<file path="config.mk">
export PLATFORM = sky130hd
export DESIGN_NAME = mmie_exec
export DESIGN_NICKNAME = d
export VERILOG_FILES = /design/src/mmie_pkg.sv /design/src/mmie_dec_if.sv /design/src/mmie_exec.sv /design/src/mmie_decoder.sv
export SDC_FILE = /design/constraint.sdc
export NUM_CORES = 1
export LEC_CHECK = 0
export ABC_AREA = 1
export ABC_CLOCK_PERIOD_IN_PS = 2000
export BUFFER_PORTS_ARGS = -buffer_cell sky130_fd_sc_hd__buf_2
export CAP_MARGIN = 0
export CORE_MARGIN = 2
export CORE_UTILIZATION = 47
export DETAILED_ROUTE_END_ITERATION = 8
export PLACE_DENSITY = 0.86
export SYNTH_ARGS = -nofsm -noshare
export SYNTH_HDL_FRONTEND = slang
export SYNTH_HIERARCHICAL = 1
export SYNTH_SLANG_ARGS = --single-unit
</file>
<file path="constraint.sdc">
create_clock -name i_ref_clk -period 2 [get_ports i_ref_clk]
set_clock_uncertainty 0.05 [all_clocks]
set_input_delay 0.1 -clock i_ref_clk [delete_from_list [all_inputs] [get_ports i_ref_clk]]
set_output_delay 0.1 -clock i_ref_clk [all_outputs]
set_load 0.01 [all_outputs]
</file>
<file path="src/mmie_pkg.sv">
// Package: opcodes and constants for the misc instruction executor
package mmie_pkg;
   localparam int unsigned INSTR_W = 10;
   localparam int unsigned INDEX_W = 4;
   // Opcodes
   localparam logic [9:0] OP_SELECT_RC_CLOCK = 10'h29B;
   localparam logic [9:0] OP_DECREMENT_INDEX = 10'h017;
   localparam logic [9:0] OP_MASK_INTERRUPTS = 10'h004;
   localparam logic [9:0] OP_WATCHDOG_STOP_ARM = 10'h29C;
   // Index value that signals a wrap
   localparam logic [3:0] INDEX_WRAP = 4'hF;
   // Machine cycles that interrupts stay effective after masking
   localparam logic [1:0] IRQ_MASK_LAG = 2'h1;
   // Reset values
   localparam logic [3:0] INDEX_RST = 4'h0;
   localparam logic IRQ_ALLOW_RST = 1'b0;
   localparam logic RC_CLOCK_RST = 1'b0;
   localparam logic WDT_ARM_RST = 1'b0;
   localparam logic [1:0] LAG_RST = 2'h0;
   localparam logic SKIP_RST = 1'b0;
   // Decoded instruction kinds
   typedef enum logic [4:0] {
      KIND_NONE = 5'b00001,
      KIND_RC_CLOCK = 5'b00010,
      KIND_DEC_INDEX = 5'b00100,
      KIND_MASK_IRQ = 5'b01000,
      KIND_WDT_ARM = 5'b10000
   } mmie_kind_t;
endpackage

</file>
<file path="src/mmie_dec_if.sv">
// Interface: decoded instruction between decoder and executor
`timescale 1ns/1ps
interface mmie_dec_if;
   mmie_pkg::mmie_kind_t kind;
   modport dec (output kind);
   modport exe (input kind);
endinterface

</file>
<file path="src/mmie_exec.sv">
// Module: executor for clock select, index decrement, irq mask, wdt arm
// Operation
// [RL1] Opcode 29B selects RC main clock
// [RL2] Decrement index; skip next on result 15
// [RL3] Mask instruction clears the interrupt allow flag
// [RL4] Interrupts still effective one cycle after masking
// [RL5] Opcode 29C arms watchdog stop only
// [RL6] Skipped instruction executes as no-operation
`timescale 1ns/1ps
module mmie_exec (
   input wire logic i_ref_clk,
   input wire logic i_rst,
   input wire logic i_instr_valid,
   input wire logic [9:0] i_instr,
   input wire logic i_irq_allow_set,
   input wire logic i_index_load,
   input wire logic [3:0] i_index_data,
   input wire logic i_wdt_arm_clear,
   output logic [3:0] o_index,
   output logic o_irq_allow_flag,
   output logic o_irq_effective,
   output logic o_rc_clock_sel,
   output logic o_wdt_stop_armed,
   output logic o_skip_pending,
   output logic o_carry_write
);
   ////////////////////////////////////////////////////////////////////
   // Decode path

   // Decoded word reaches the state groups over the local interface
   mmie_dec_if dif ();

   // Skip state comes first, the decode squash below reads it
   logic skip_r;
   logic skip_nxt;
   logic exec_valid;

   // A fetch that lands while a skip is pending never decodes
   assign exec_valid = i_instr_valid & ~skip_r; // [RL6]

   // Opcode decoder; it only ever sees words that really execute
   mmie_decoder u_dec (
      .i_instr(i_instr),
      .i_valid(exec_valid),
      .dec(dif.dec)
   );

   ////////////////////////////////////////////////////////////////////
   // Per-instruction strobes

   // One strobe per kind, each high for the single executing cycle
   logic do_rc;
   logic do_dec;
   logic do_mask;
   logic do_wdt;

   // Split the one-hot kind once; each state group reads one strobe
   always_comb
   begin
      do_rc = 1'h0;
      do_dec = 1'h0;
      do_mask = 1'h0;
      do_wdt = 1'h0;
      unique case (dif.kind)
         mmie_pkg::KIND_NONE:
         begin
            // Unknown or squashed word: no strobe fires
         end
         mmie_pkg::KIND_RC_CLOCK:
            do_rc = 1'h1; // [RL1]
         mmie_pkg::KIND_DEC_INDEX:
            do_dec = 1'h1; // [RL2]
         mmie_pkg::KIND_MASK_IRQ:
            do_mask = 1'h1; // [RL3]
         mmie_pkg::KIND_WDT_ARM:
            do_wdt = 1'h1; // [RL5]
      endcase
   end

   ////////////////////////////////////////////////////////////////////
   // Index register

   logic [3:0] index_r;
   logic [3:0] index_nxt;

   // Index minus one; shared by the index update and the skip test
   function automatic logic [3:0] index_minus_one(input logic [3:0] v);
      return v - 4'h1;
   endfunction

   // Decrement wins over an external load landing in the same slot
   always_comb
   begin
      index_nxt = index_r;
      if (i_index_load)
         index_nxt = i_index_data;
      if (do_dec)
         index_nxt = index_minus_one(index_r); // [RL2]
   end

   // Index register; 0 wraps to 15 by plain 4-bit arithmetic
   always_ff @(posedge i_ref_clk)
   begin
      if (i_rst)
         index_r <= mmie_pkg::INDEX_RST;
      else
         index_r <= index_nxt;
   end

   ////////////////////////////////////////////////////////////////////
   // Skip control

   // Decrement result that orders a skip of the next fetched word
   logic dec_wraps;

   assign dec_wraps =
      (index_minus_one(index_r) == mmie_pkg::INDEX_WRAP); // [RL2]

   // A skip waits through idle cycles and covers exactly one fetch;
   // fetch gaps are legal, so it must never time out on its own
   always_comb
   begin
      skip_nxt = skip_r;
      if (i_instr_valid)
         skip_nxt = 1'h0; // [RL6]
      if (do_dec)
         skip_nxt = dec_wraps; // [RL2]
   end

   // Skip flag register
   always_ff @(posedge i_ref_clk)
   begin
      if (i_rst)
         skip_r <= mmie_pkg::SKIP_RST;
      else
         skip_r <= skip_nxt;
   end

   ////////////////////////////////////////////////////////////////////
   // Interrupt allow flag and masking lag

   logic irq_allow_r;
   logic irq_allow_nxt;
   logic [1:0] lag_r;
   logic [1:0] lag_nxt;

   // Mask wins over a set in the same slot, it is the instruction.
   // The lag only starts when interrupts were allowed: masking an
   // already masked core must not open a one-cycle window.
   always_comb
   begin
      irq_allow_nxt = irq_allow_r | i_irq_allow_set;
      lag_nxt = lag_r;
      if (lag_r != 2'h0)
         lag_nxt = lag_r - 2'h1;
      if (do_mask)
      begin
         irq_allow_nxt = 1'h0; // [RL3]
         lag_nxt = irq_allow_r ? mmie_pkg::IRQ_MASK_LAG : 2'h0; // [RL4]
      end
   end

   // Flag and lag counter registers
   always_ff @(posedge i_ref_clk)
   begin
      if (i_rst)
      begin
         irq_allow_r <= mmie_pkg::IRQ_ALLOW_RST;
         lag_r <= mmie_pkg::LAG_RST;
      end
      else
      begin
         irq_allow_r <= irq_allow_nxt;
         lag_r <= lag_nxt;
      end
   end

   ////////////////////////////////////////////////////////////////////
   // Main clock source select

   logic rc_sel_r;
   logic rc_sel_nxt;

   // Sticky: only reset hands the main clock back to the main input
   always_comb
   begin
      rc_sel_nxt = rc_sel_r;
      if (do_rc)
         rc_sel_nxt = 1'h1; // [RL1]
   end

   // Select register; the oscillator switch itself lives outside
   always_ff @(posedge i_ref_clk)
   begin
      if (i_rst)
         rc_sel_r <= mmie_pkg::RC_CLOCK_RST;
      else
         rc_sel_r <= rc_sel_nxt;
   end

   ////////////////////////////////////////////////////////////////////
   // Watchdog stop arm

   logic wdt_arm_r;
   logic wdt_arm_nxt;

   // Arm beats a clear in the same slot so the request is not lost;
   // the stop itself is completed by the power-down word elsewhere
   always_comb
   begin
      wdt_arm_nxt = wdt_arm_r;
      if (i_wdt_arm_clear)
         wdt_arm_nxt = 1'h0;
      if (do_wdt)
         wdt_arm_nxt = 1'h1; // [RL5]
   end

   // Arm register
   always_ff @(posedge i_ref_clk)
   begin
      if (i_rst)
         wdt_arm_r <= mmie_pkg::WDT_ARM_RST;
      else
         wdt_arm_r <= wdt_arm_nxt;
   end

   ////////////////////////////////////////////////////////////////////
   // Outputs

   // From registers, except effective (flag OR lag) and carry (tied 0); none of these words touches carry
   assign o_index = index_r;
   assign o_irq_allow_flag = irq_allow_r;
   assign o_irq_effective = irq_allow_r | (lag_r != 2'h0); // [RL4]
   assign o_rc_clock_sel = rc_sel_r;
   assign o_wdt_stop_armed = wdt_arm_r;
   assign o_skip_pending = skip_r;
   assign o_carry_write = 1'h0; // [RL1] [RL3] [RL5]
endmodule // mmie_exec

</file>
<file path="src/mmie_decoder.sv">
// Module: opcode decoder for the misc instructions
`timescale 1ns/1ps
module mmie_decoder (
   input wire logic [9:0] i_instr,
   input wire logic i_valid,
   mmie_dec_if.dec dec
);
   ////////////////////////////////////////////////////////////////////
   // Pure decode; a skipped slot is squashed by the caller
   always_comb
   begin
      dec.kind = mmie_pkg::KIND_NONE;
      if (i_valid)
      begin
         unique case (i_instr)
            mmie_pkg::OP_SELECT_RC_CLOCK: dec.kind = mmie_pkg::KIND_RC_CLOCK;
            mmie_pkg::OP_DECREMENT_INDEX: dec.kind = mmie_pkg::KIND_DEC_INDEX;
            mmie_pkg::OP_MASK_INTERRUPTS: dec.kind = mmie_pkg::KIND_MASK_IRQ;
            mmie_pkg::OP_WATCHDOG_STOP_ARM: dec.kind = mmie_pkg::KIND_WDT_ARM;
            default: dec.kind = mmie_pkg::KIND_NONE;
         endcase
      end
   end
endmodule // mmie_decoder

</file>
==> results.json, run 1 <==
{
  "status": "finished, final reports clean",
  "grt_pass1_vias": 740,
  "cp-end-kind": "flop",
  "port-buffer-count": 28,
  "power_uw": 601.7,
  "layout_min_cycle_time_ns": 1.624,
  "synth_top_area_share_pct": 25.48,
  "path_class": "flop to flop",
  "antenna_found_initial": 0,
  "p_leak_uw": 0.0005210,
  "placed_cell_area_um2": 938.4,
  "crit_path_start_kind": "flop",
  "cts_buffers": 3,
  "ctsResizeCount": 0,
  "vias": 854,
  "vias_per_cell": 4.852,
  "synthTopCellsByArea": "dfxtp_1 (25%), nor2_1 (13%), inv_1 (11%), nand2_1 (11%), nand3_1 (5.7%)",
  "tightestPinTransition_ns": 0.5010,
  "layout-drive-gt1-share_pct": 28.75,
  "clock_latency_ns": 0.27,
  "p_sw_share_pct": 31.71,
  "gp_congestion": 0.7887,
  "ir_drop_mv": 0.4709,
  "hpwlAfterDp_um": 1362,
  "grt_use_total_pct": 20.20,
  "synth_seq_cells": 10,
  "synth_top_area_cell": "dfxtp_1",
  "cts_tree": "yes",
  "r2r_slack_ns": 0.38,
  "route.detailed.drc": 0,
  "grt-ovfl-total": 0,
  "die_area_um2": 2015,
  "area_delta_synth_final_pct": 26.59,
  "synth-edff-count": 0,
  "crit_path_max_fanout": 6,
  "drv_slew": 0,
  "post_drt_wl_per_cell_um": 9.631,
  "fmax_mhz": 615.8,
  "required_ns": 2.11,
  "power.density_nw_per_um2": 604.9,
  "rsz0062_at_grt": "no",
  "drt_wl_total_um": 1695,
  "syn_nets": 150,
  "die_w_um": 44.89,
  "yosysSeqAreaShare_pct": 25.48,
  "worstPathArrival_ns": 1.73,
  "diodes": 0,
  "synthFlopType": "dfxtp_1",
  "drtAntennaViolNets": 0,
  "grt_max_degree": 8,
  "hold_depth": 4,
  "seq_power_share_pct": 38.3,
  "drtIter0Drc": 8,
  "worst_r2r_path_depth": 8,
  "hold_viol_final": 0,
  "async_flop_share_pct": 0,
  "tns_ns": 0,
  "syn_avg_cell_area_um2": 6.187,
  "finalSetupViolCount": 0,
  "first_pass_iters": 4,
  "cts.htree.levels": 1,
  "clock_path_buffers": 2,
  "final_area_um2": 994.7,
  "p_int_uw": 410.9,
  "io_pins": 30,
  "hold_class": "primary input to flop",
  "period_share_pct": 81.19,
  "synthCells": 127,
  "clkTransAtPathRegs_ns": 0.07,
  "switching_power_uw": 190.8,
  "dieHeight_um": 44.89,
  "slew_headroom_pct": 66.34,
  "yosysUniqueCellTypes": 24,
  "grt_pass1_wl_um": 2911,
  "initial_core_util_pct": 50.97,
  "power.share.clock_pct": 30.0,
  "final_nets": 184,
  "max_cap_viol_count": 0,
  "pwr-share-comb_pct": 31.7,
  "synth_area_um2": 785.8,
  "cts_num_sinks": 10,
  "synth_warnings": 6,
  "cts-root-buf": "clkbuf_4",
  "rows": 14,
  "coreArea_um2": 1541
}
[per-stage QoR]
step                      instances  setup slack (ns)  hold slack [ns]  utilization (%)
final                           176            0.3762          0.03744            64.53
after global routing            176            0.2177          0.03984            64.53
after CTS                       176            0.3709          0.03555            64.53
after detailed placement        170            0.4070           0.2679            60.88
after global placement          170            0.4743           0.2650            60.88
after floorplan                 127            0.4939           0.1124                -
[kinds of logic after synthesis]
group,count (synthesis),share of synthesized area (%)
DFF,10,25.48
buffers and inverters,26,13.54
AOI/OAI and AO/OA,12,8.121
other,1,0.4772
xor gates and xnor gates,1,1.115
and+or+nand+nor,74,46.50
adders and majority gates,3,4.778
[synth_stat cells, types with 2 or more instances]
library cell	number
inv_1	22
nor2_2	2
nand2_1	22
ha_1	3
a21oi_1	5
nand2_2	2
o21ai_1	2
inv_2	2
dfxtp_1	10
nand3_1	9
o21ai_0	4
nor2_1	28
nor2_4	2
nor3_1	4
[flip-flops by register name, indices dropped and copies added, names as in the netlist]
name	count
o_index	4
lag_r	2
o_irq_allow_flag	1
o_rc_clock_sel	1
o_skip_pending	1
o_wdt_stop_armed	1
[cell type report]
type / count / area, um^2
fill: 157 / 546.8
multi-input combinational: 91 / 479.2
sequential: 10 / 200.2
timing repair buffer: 30 / 160.2
inverter: 25 / 98.84
clock buffer: 4 / 36.28
tap: 16 / 20.02
[worst max-delay path: stages, from the launching register on]
cell and delay (ns):
dfxtp_1 0.32, nor2_1 0.13, inv_1 0.10, nor3_1 0.46, nor2_4 0.08, nand3_4 0.11, clkinv_4 0.08, nor2_1 0.11
nor2_1 0.07
[layer usage]
metal	part of all wire, %	up-vias	track usage (%)
li1	-	454	-
met1	42	378	20.83
met2	52	20	38.26
met3	4.8	2	7.200
met4	0.59	0	5.294
met5	0	-	0
[placed cells by master, fill, tap and decap left out, drive strengths merged, types with 3 or more instances in the layout]
cell | netlist | routed
a21oi | 6 | 6
buf | 1 | 28
clkbuf | 0 | 4
dfxtp | 10 | 10
ha | 3 | 3
inv | 24 | 24
nand2 | 25 | 25
nand3 | 11 | 11
nor2 | 33 | 33
nor3 | 4 | 4
o21ai | 6 | 6
[power by group through the flow]
stage | Clock (uW) | Combinational, uW | Sequential (uW)
2_1_floorplan | 0 | 127 | 236
3_3_place_gp | 0 | 176 | 234
3_5_place_dp | 0 | 187 | 235
4_1_cts | 185 | 192 | 231
5_1_grt | 196 | 217 | 233
6_report | 180 | 191 | 231
[final timing paths]
path | endpoint | startpoint
worst max-delay path | o_index[0]$_SDFFE_PP0P_ | o_skip_pending$_SDFFE_PP0P_
worst min-delay path | o_wdt_stop_armed$_SDFFE_PP0P_ | i_wdt_arm_clear
worst max register to register | o_index[0]$_SDFFE_PP0P_ | o_skip_pending$_SDFFE_PP0P_
worst min register to register | o_rc_clock_sel$_SDFFE_PP0N_ | o_rc_clock_sel$_SDFFE_PP0N_
[what timing repair did]
| action | in CTS | in global routing |
|---|---|---|
| hold buffers | 2 | 0 |
| endpoints found under the hold margin | 4 | 0 |
| buffers inserted | 0 | 0 |
Note: power is estimated with default switching activity, not from simulation.
==> inputs of run 2 (changes only) <==
- ABC_CLOCK_PERIOD_IN_PS: 2000 -> 1700
- clock period: 2 -> 1.7 ns (I/O delays scaled with it)
==> results.json, run 2 (same netlist as run 1, synthesis figures left out) <==
{
  "status": "finished, final reports clean",
  "required_ns": 1.82,
  "die_w_um": 44.89,
  "seq_power_share_pct": 41.4,
  "cp-end-kind": "flop",
  "drtAntennaViolNets": 0,
  "crit_path_start_kind": "flop",
  "fmax_mhz": 678.0,
  "power.density_nw_per_um2": 653.8,
  "drv_slew": 0,
  "switching_power_uw": 220.4,
  "clock_latency_ns": 0.27,
  "grt_pass1_wl_um": 2863,
  "final_nets": 185,
  "p_int_uw": 435.7,
  "finalSetupViolCount": 0,
  "r2r_slack_ns": 0.22,
  "post_drt_wl_per_cell_um": 9.545,
  "reg2reg_to": "o_index[1]$_SDFFE_PP0P_",
  "cts_tree": "yes",
  "gp_congestion": 0.8175,
  "tns_ns": 0,
  "final_cell_mix": "nor2_1 (28), buf_2 (28), inv_1 (22), nand2_1 (22), dfxtp_1 (10)",
  "cts_num_sinks": 10,
  "place_inst": 171,
  "initial_core_util_pct": 50.97,
  "layout-drive-gt1-share_pct": 30.63,
  "drt_wl_total_um": 1680,
  "diodes": 0,
  "power.share.clock_pct": 24.5,
  "p_leak_uw": 0.0005201,
  "layout_min_cycle_time_ns": 1.475,
  "port-buffer-count": 28,
  "io_pins": 30,
  "die_area_um2": 2015,
  "clock_path_buffers": 2,
  "worstPathArrival_ns": 1.59,
  "grt_max_degree": 8,
  "route.detailed.drc": 0,
  "dieHeight_um": 44.89,
  "pwr-share-comb_pct": 34.0,
  "antenna_found_initial": 0,
  "grt_use_total_pct": 19.25,
  "first_pass_iters": 5,
  "cts.htree.levels": 1,
  "area_delta_synth_final_pct": 27.71,
  "stdcell_count": 176,
  "whs_endpoint": "o_wdt_stop_armed$_SDFFE_PP0P_",
  "cts-root-buf": "clkbuf_4",
  "hpwlAfterDp_um": 1383,
  "vias_per_cell": 4.744,
  "rsz0062_at_grt": "no",
  "ir_drop_mv": 0.4648,
  "hold_depth": 4,
  "period_share_pct": 86.76,
  "hold_class": "primary input to flop",
  "grt_pass1_vias": 746,
  "clkTransAtPathRegs_ns": 0.06,
  "worst_r2r_path_depth": 10,
  "timing.rr.start": "o_skip_pending$_SDFFE_PP0P_",
  "grt-ovfl-total": 0,
  "vias": 835,
  "cts_buffers": 3,
  "max_cap_viol_count": 0,
  "drtIter0Drc": 14,
  "coreArea_um2": 1541,
  "largest_register_ffs": 4,
  "path_class": "flop to flop",
  "rows": 14,
  "crit_path_max_fanout": 6,
  "worstHoldStart": "i_wdt_arm_clear",
  "p_sw_share_pct": 33.59,
  "hold_viol_final": 0
}
run 2: cell count changes in the layout (fill, tap and decap cells not counted):
cell      change
buf_4         +1
nor3_2        +3
nor3_1        -3
clkbuf_8      -1
run 2: routing by layer:
metal	track usage, %	wire [um]	part of all wire, %
met1	21.73	708	42
met2	34.20	868	52
met3	7.200	104	6.2
met4	4.706	0	0
met5	0	0	0
run 2: metrics by stage:
| stage | area [um^2] | power (uW) | hold WS (ns) | setup WS (ns) | utilization [%] |
|---|---|---|---|---|---|
| 2_1_floorplan | 785.8 | 427.2 | 0.09744 | 0.1939 | - |
| 3_3_place_gp | 945.9 | 482.3 | 0.2501 | 0.2068 | 61.36 |
| 3_5_place_dp | 945.9 | 498.5 | 0.2583 | 0.1317 | 61.36 |
| 4_1_cts | 988.4 | 664.5 | 0.01338 | 0.1223 | 64.12 |
| 5_1_grt | 1003 | 711.4 | 0.03369 | 0.01442 | 65.10 |
| 6_report | 1003 | 656.1 | 0.02125 | 0.2250 | 65.10 |
run 2: worst max-delay path: stages (launching register included):
cell	delay, ns
dfxtp_1	0.32
nor2_1	0.13
inv_1	0.11
nor3_2	0.22
inv_1	0.11
nor2_4	0.10
nand3_4	0.11
clkinv_4	0.09
nand2_1	0.05
nand2_1	0.05
nor2_1	0.04
run 2: power groups by stage:
stage / combinational (uW) / clock [uW] / sequential (uW)
global route: 261 / 176 / 275
detailed placement: 221 / 0 / 278
floorplan: 150 / 0 / 277
finish: 223 / 161 / 272
CTS: 224 / 168 / 272
global placement: 208 / 0 / 275
run 2: repair_timing:
action | CTS | global route
endpoints found under the setup margin | 0 | 4
endpoints found under the hold margin | 4 | 0
setup buffers | 0 | 0
hold buffers | 2 | 0
resized for setup | 0 | 3
run 2: worst max path at each step:
stage | startpoint | endpoint | slack (ns)
after floorplan | o_skip_pending$_SDFFE_PP0P_ | o_index[2]$_SDFFE_PP0P_ | 0.19
final | o_skip_pending$_SDFFE_PP0P_ | o_index[1]$_SDFFE_PP0P_ | 0.22
after detailed placement | o_skip_pending$_SDFFE_PP0P_ | o_index[2]$_SDFFE_PP0P_ | 0.13
after global routing | o_skip_pending$_SDFFE_PP0P_ | o_index[3]$_SDFFE_PP0P_ | 0.01
after CTS | o_skip_pending$_SDFFE_PP0P_ | o_index[2]$_SDFFE_PP0P_ | 0.12
after global placement | o_skip_pending$_SDFFE_PP0P_ | o_index[2]$_SDFFE_PP0P_ | 0.21
run 2: layout make-up:
| cell class | instances | area [um^2] |
|---|---|---|
| fill | 144 | 538.0 |
| multi-input combinational | 91 | 494.2 |
| timing repair buffer | 31 | 167.7 |
| sequential | 10 | 200.2 |
| inverter | 25 | 98.84 |
| tap | 16 | 20.02 |
| clock buffer | 3 | 22.52 |
==> inputs of run 3 (changes only) <==
- ABC_CLOCK_PERIOD_IN_PS: 1700 -> 1600
- PLACE_DENSITY: 0.86 -> 0.74
- clock period: 1.7 -> 1.6 ns (I/O delays scaled with it)
==> results.json, run 3 (same netlist as run 1, synthesis figures left out) <==
{
  "path_class": "flop to flop",
  "gp_congestion": 0.8711,
  "max_cap_viol_count": 0,
  "final_nets": 187,
  "first_pass_iters": 4,
  "power.share.clock_pct": 30.8,
  "worstPathArrival_ns": 1.57,
  "reg2reg_to": "o_index[2]$_SDFFE_PP0P_",
  "p_int_uw": 513.8,
  "period_share_pct": 91.18,
  "drt_wl_total_um": 1611,
  "dp_slack_ns": 0.05755,
  "power.density_nw_per_um2": 727.0,
  "routed-wl-met3_um": 81,
  "post_drt_wl_per_cell_um": 9.000,
  "cts_num_sinks": 10,
  "tns_ns": 0,
  "hpwlAfterDp_um": 1344,
  "hold_viol_final": 0,
  "hold_class": "primary input to flop",
  "grt_pass1_wl_um": 2849,
  "n_fill_cell": 149,
  "largest_register_ffs": 4,
  "dieHeight_um": 44.89,
  "clock_latency_ns": 0.27,
  "fin_util_pct": 67.29,
  "layout_min_cycle_time_ns": 1.459,
  "io_pins": 30,
  "rows": 14,
  "clkTransAtPathRegs_ns": 0.07,
  "timing.rr.start": "o_skip_pending$_SDFFE_PP0P_",
  "power_uw": 754.1,
  "top_layer_used": "met4",
  "grt-ovfl-total": 0,
  "cp-startpoint": "o_skip_pending$_SDFFE_PP0P_",
  "cp_common_cell": "nor2_1",
  "cts-root-buf": "clkbuf_4",
  "status": "finished, final reports clean",
  "cts.htree.levels": 1,
  "grt_use_total_pct": 19.45,
  "die_w_um": 44.89,
  "r2r_slack_ns": 0.14,
  "seq_power_share_pct": 38.2,
  "critPathMaxStageDelay_ns": 0.32,
  "antenna_found_initial": 0,
  "worst_r2r_path_depth": 9,
  "p_sw_share_pct": 31.87,
  "grt_pass1_vias": 777,
  "rsz0062_at_grt": "no",
  "wl_met2_um": 794,
  "fmax_mhz": 685.5,
  "finalSetupViolCount": 0,
  "ir_drop_mv": 0.4982,
  "pwr-share-comb_pct": 31.0,
  "drtIter0Drc": 7,
  "coreArea_um2": 1541,
  "slowest_stage": "dfxtp_1",
  "wl_met1_um": 702,
  "initial_core_util_pct": 50.97,
  "cts_tree": "yes",
  "vias": 850,
  "endpoint": "o_index[2]$_SDFFE_PP0P_",
  "layout-drive-gt1-share_pct": 33.13,
  "die_area_um2": 2015,
  "clock_path_buffers": 2,
  "worstPathCellList": "nor2_1 > inv_2 > nor3_2 > buf_4 > nor2_4 > nand3_4 > clkinv_4 > o21ai_1 > nor2_1",
  "setup_slack_ns": 0.1411,
  "diodes": 0,
  "area_delta_synth_final_pct": 32.01,
  "p_leak_uw": 0.0005372,
  "crit_path_max_fanout": 6,
  "drv_slew": 0,
  "route.detailed.drc": 0,
  "drtAntennaViolNets": 0,
  "cts_buffers": 3,
  "port-buffer-count": 28,
  "required_ns": 1.72,
  "crit_path_start_kind": "flop",
  "final_cell_mix": "nor2_1 (28), buf_2 (28), nand2_1 (22), inv_1 (21), dfxtp_1 (10)",
  "cp-end-kind": "flop",
  "vias_per_cell": 4.749,
  "post_cts_buffers": 0,
  "switching_power_uw": 240.3,
  "grt_max_degree": 8
}
==> run 3: cell count changes in the layout (fill, tap and decap cells not counted), sizes merged <==
cell | previous run | this run
clkbuf | 3 | 4
buf | 29 | 31
==> run 3: how the worst min path moves through the flow <==
stage,start,end,depth (start not counted)
floorplan,i_rst,o_skip_pending$_SDFFE_PP0P_,1
global placement,i_rst,o_skip_pending$_SDFFE_PP0P_,2
detailed placement,i_rst,o_skip_pending$_SDFFE_PP0P_,2
CTS,i_wdt_arm_clear,o_wdt_stop_armed$_SDFFE_PP0P_,4
global route,i_wdt_arm_clear,o_wdt_stop_armed$_SDFFE_PP0P_,4
finish,i_wdt_arm_clear,o_wdt_stop_armed$_SDFFE_PP0P_,4
==> run 3: worst max-delay path, delay by kind of cell (launching register included) <==
kind	cells	cell delay, ns
AOI/OAI and AO/OA	1	0.11
buffers and inverters	3	0.31
DFF	1	0.32
and+or+nand+nor	5	0.55
==> run 3: area by class of cell <==
type / count / area (um^2) / share of cell area (%)
clock buffers: 4 / 36.28 / 3.498
well taps: 16 / 20.02 / 1.930
flip-flops and latches: 10 / 200.2 / 19.30
repair buffers: 33 / 182.7 / 17.61
multi-input cells: 91 / 499.2 / 48.13
inverters: 25 / 98.84 / 9.530
==> run 3: timing repair <==
action,4_1_cts,5_1_grt
setup endpoints to repair,0,6
gates resized for setup,0,5
hold endpoints to repair,4,0
hold buffers,2,0
==> run 3: metal layers <==
layer / global-route usage [%] / vias to the layer above
li1: - / 461
met1: 21.08 / 362
met2: 34.49 / 22
met3: 6.000 / 5
met4: 8.824 / 0
met5: 0 / -
==> run 3: power groups by stage <==
stage / logic, uW / registers [uW] / clock network, uW
global route: 267 / 289 / 248
CTS: 235 / 288 / 238
floorplan: 159 / 295 / 0
finish: 234 / 288 / 232
detailed placement: 231 / 294 / 0
global placement: 221 / 292 / 0
==> run 3: stage by stage <==
| step | hold slack, ns | instance area [um^2] | cells |
|---|---|---|---|
| after floorplan | 0.09244 | 785.8 | 127 |
| after global placement | 0.2487 | 960.9 | 173 |
| after detailed placement | 0.2509 | 960.9 | 173 |
| after CTS | 0.003782 | 1017 | 179 |
| after global routing | 0.02638 | 1037 | 179 |
| final | 0.007206 | 1037 | 179 |
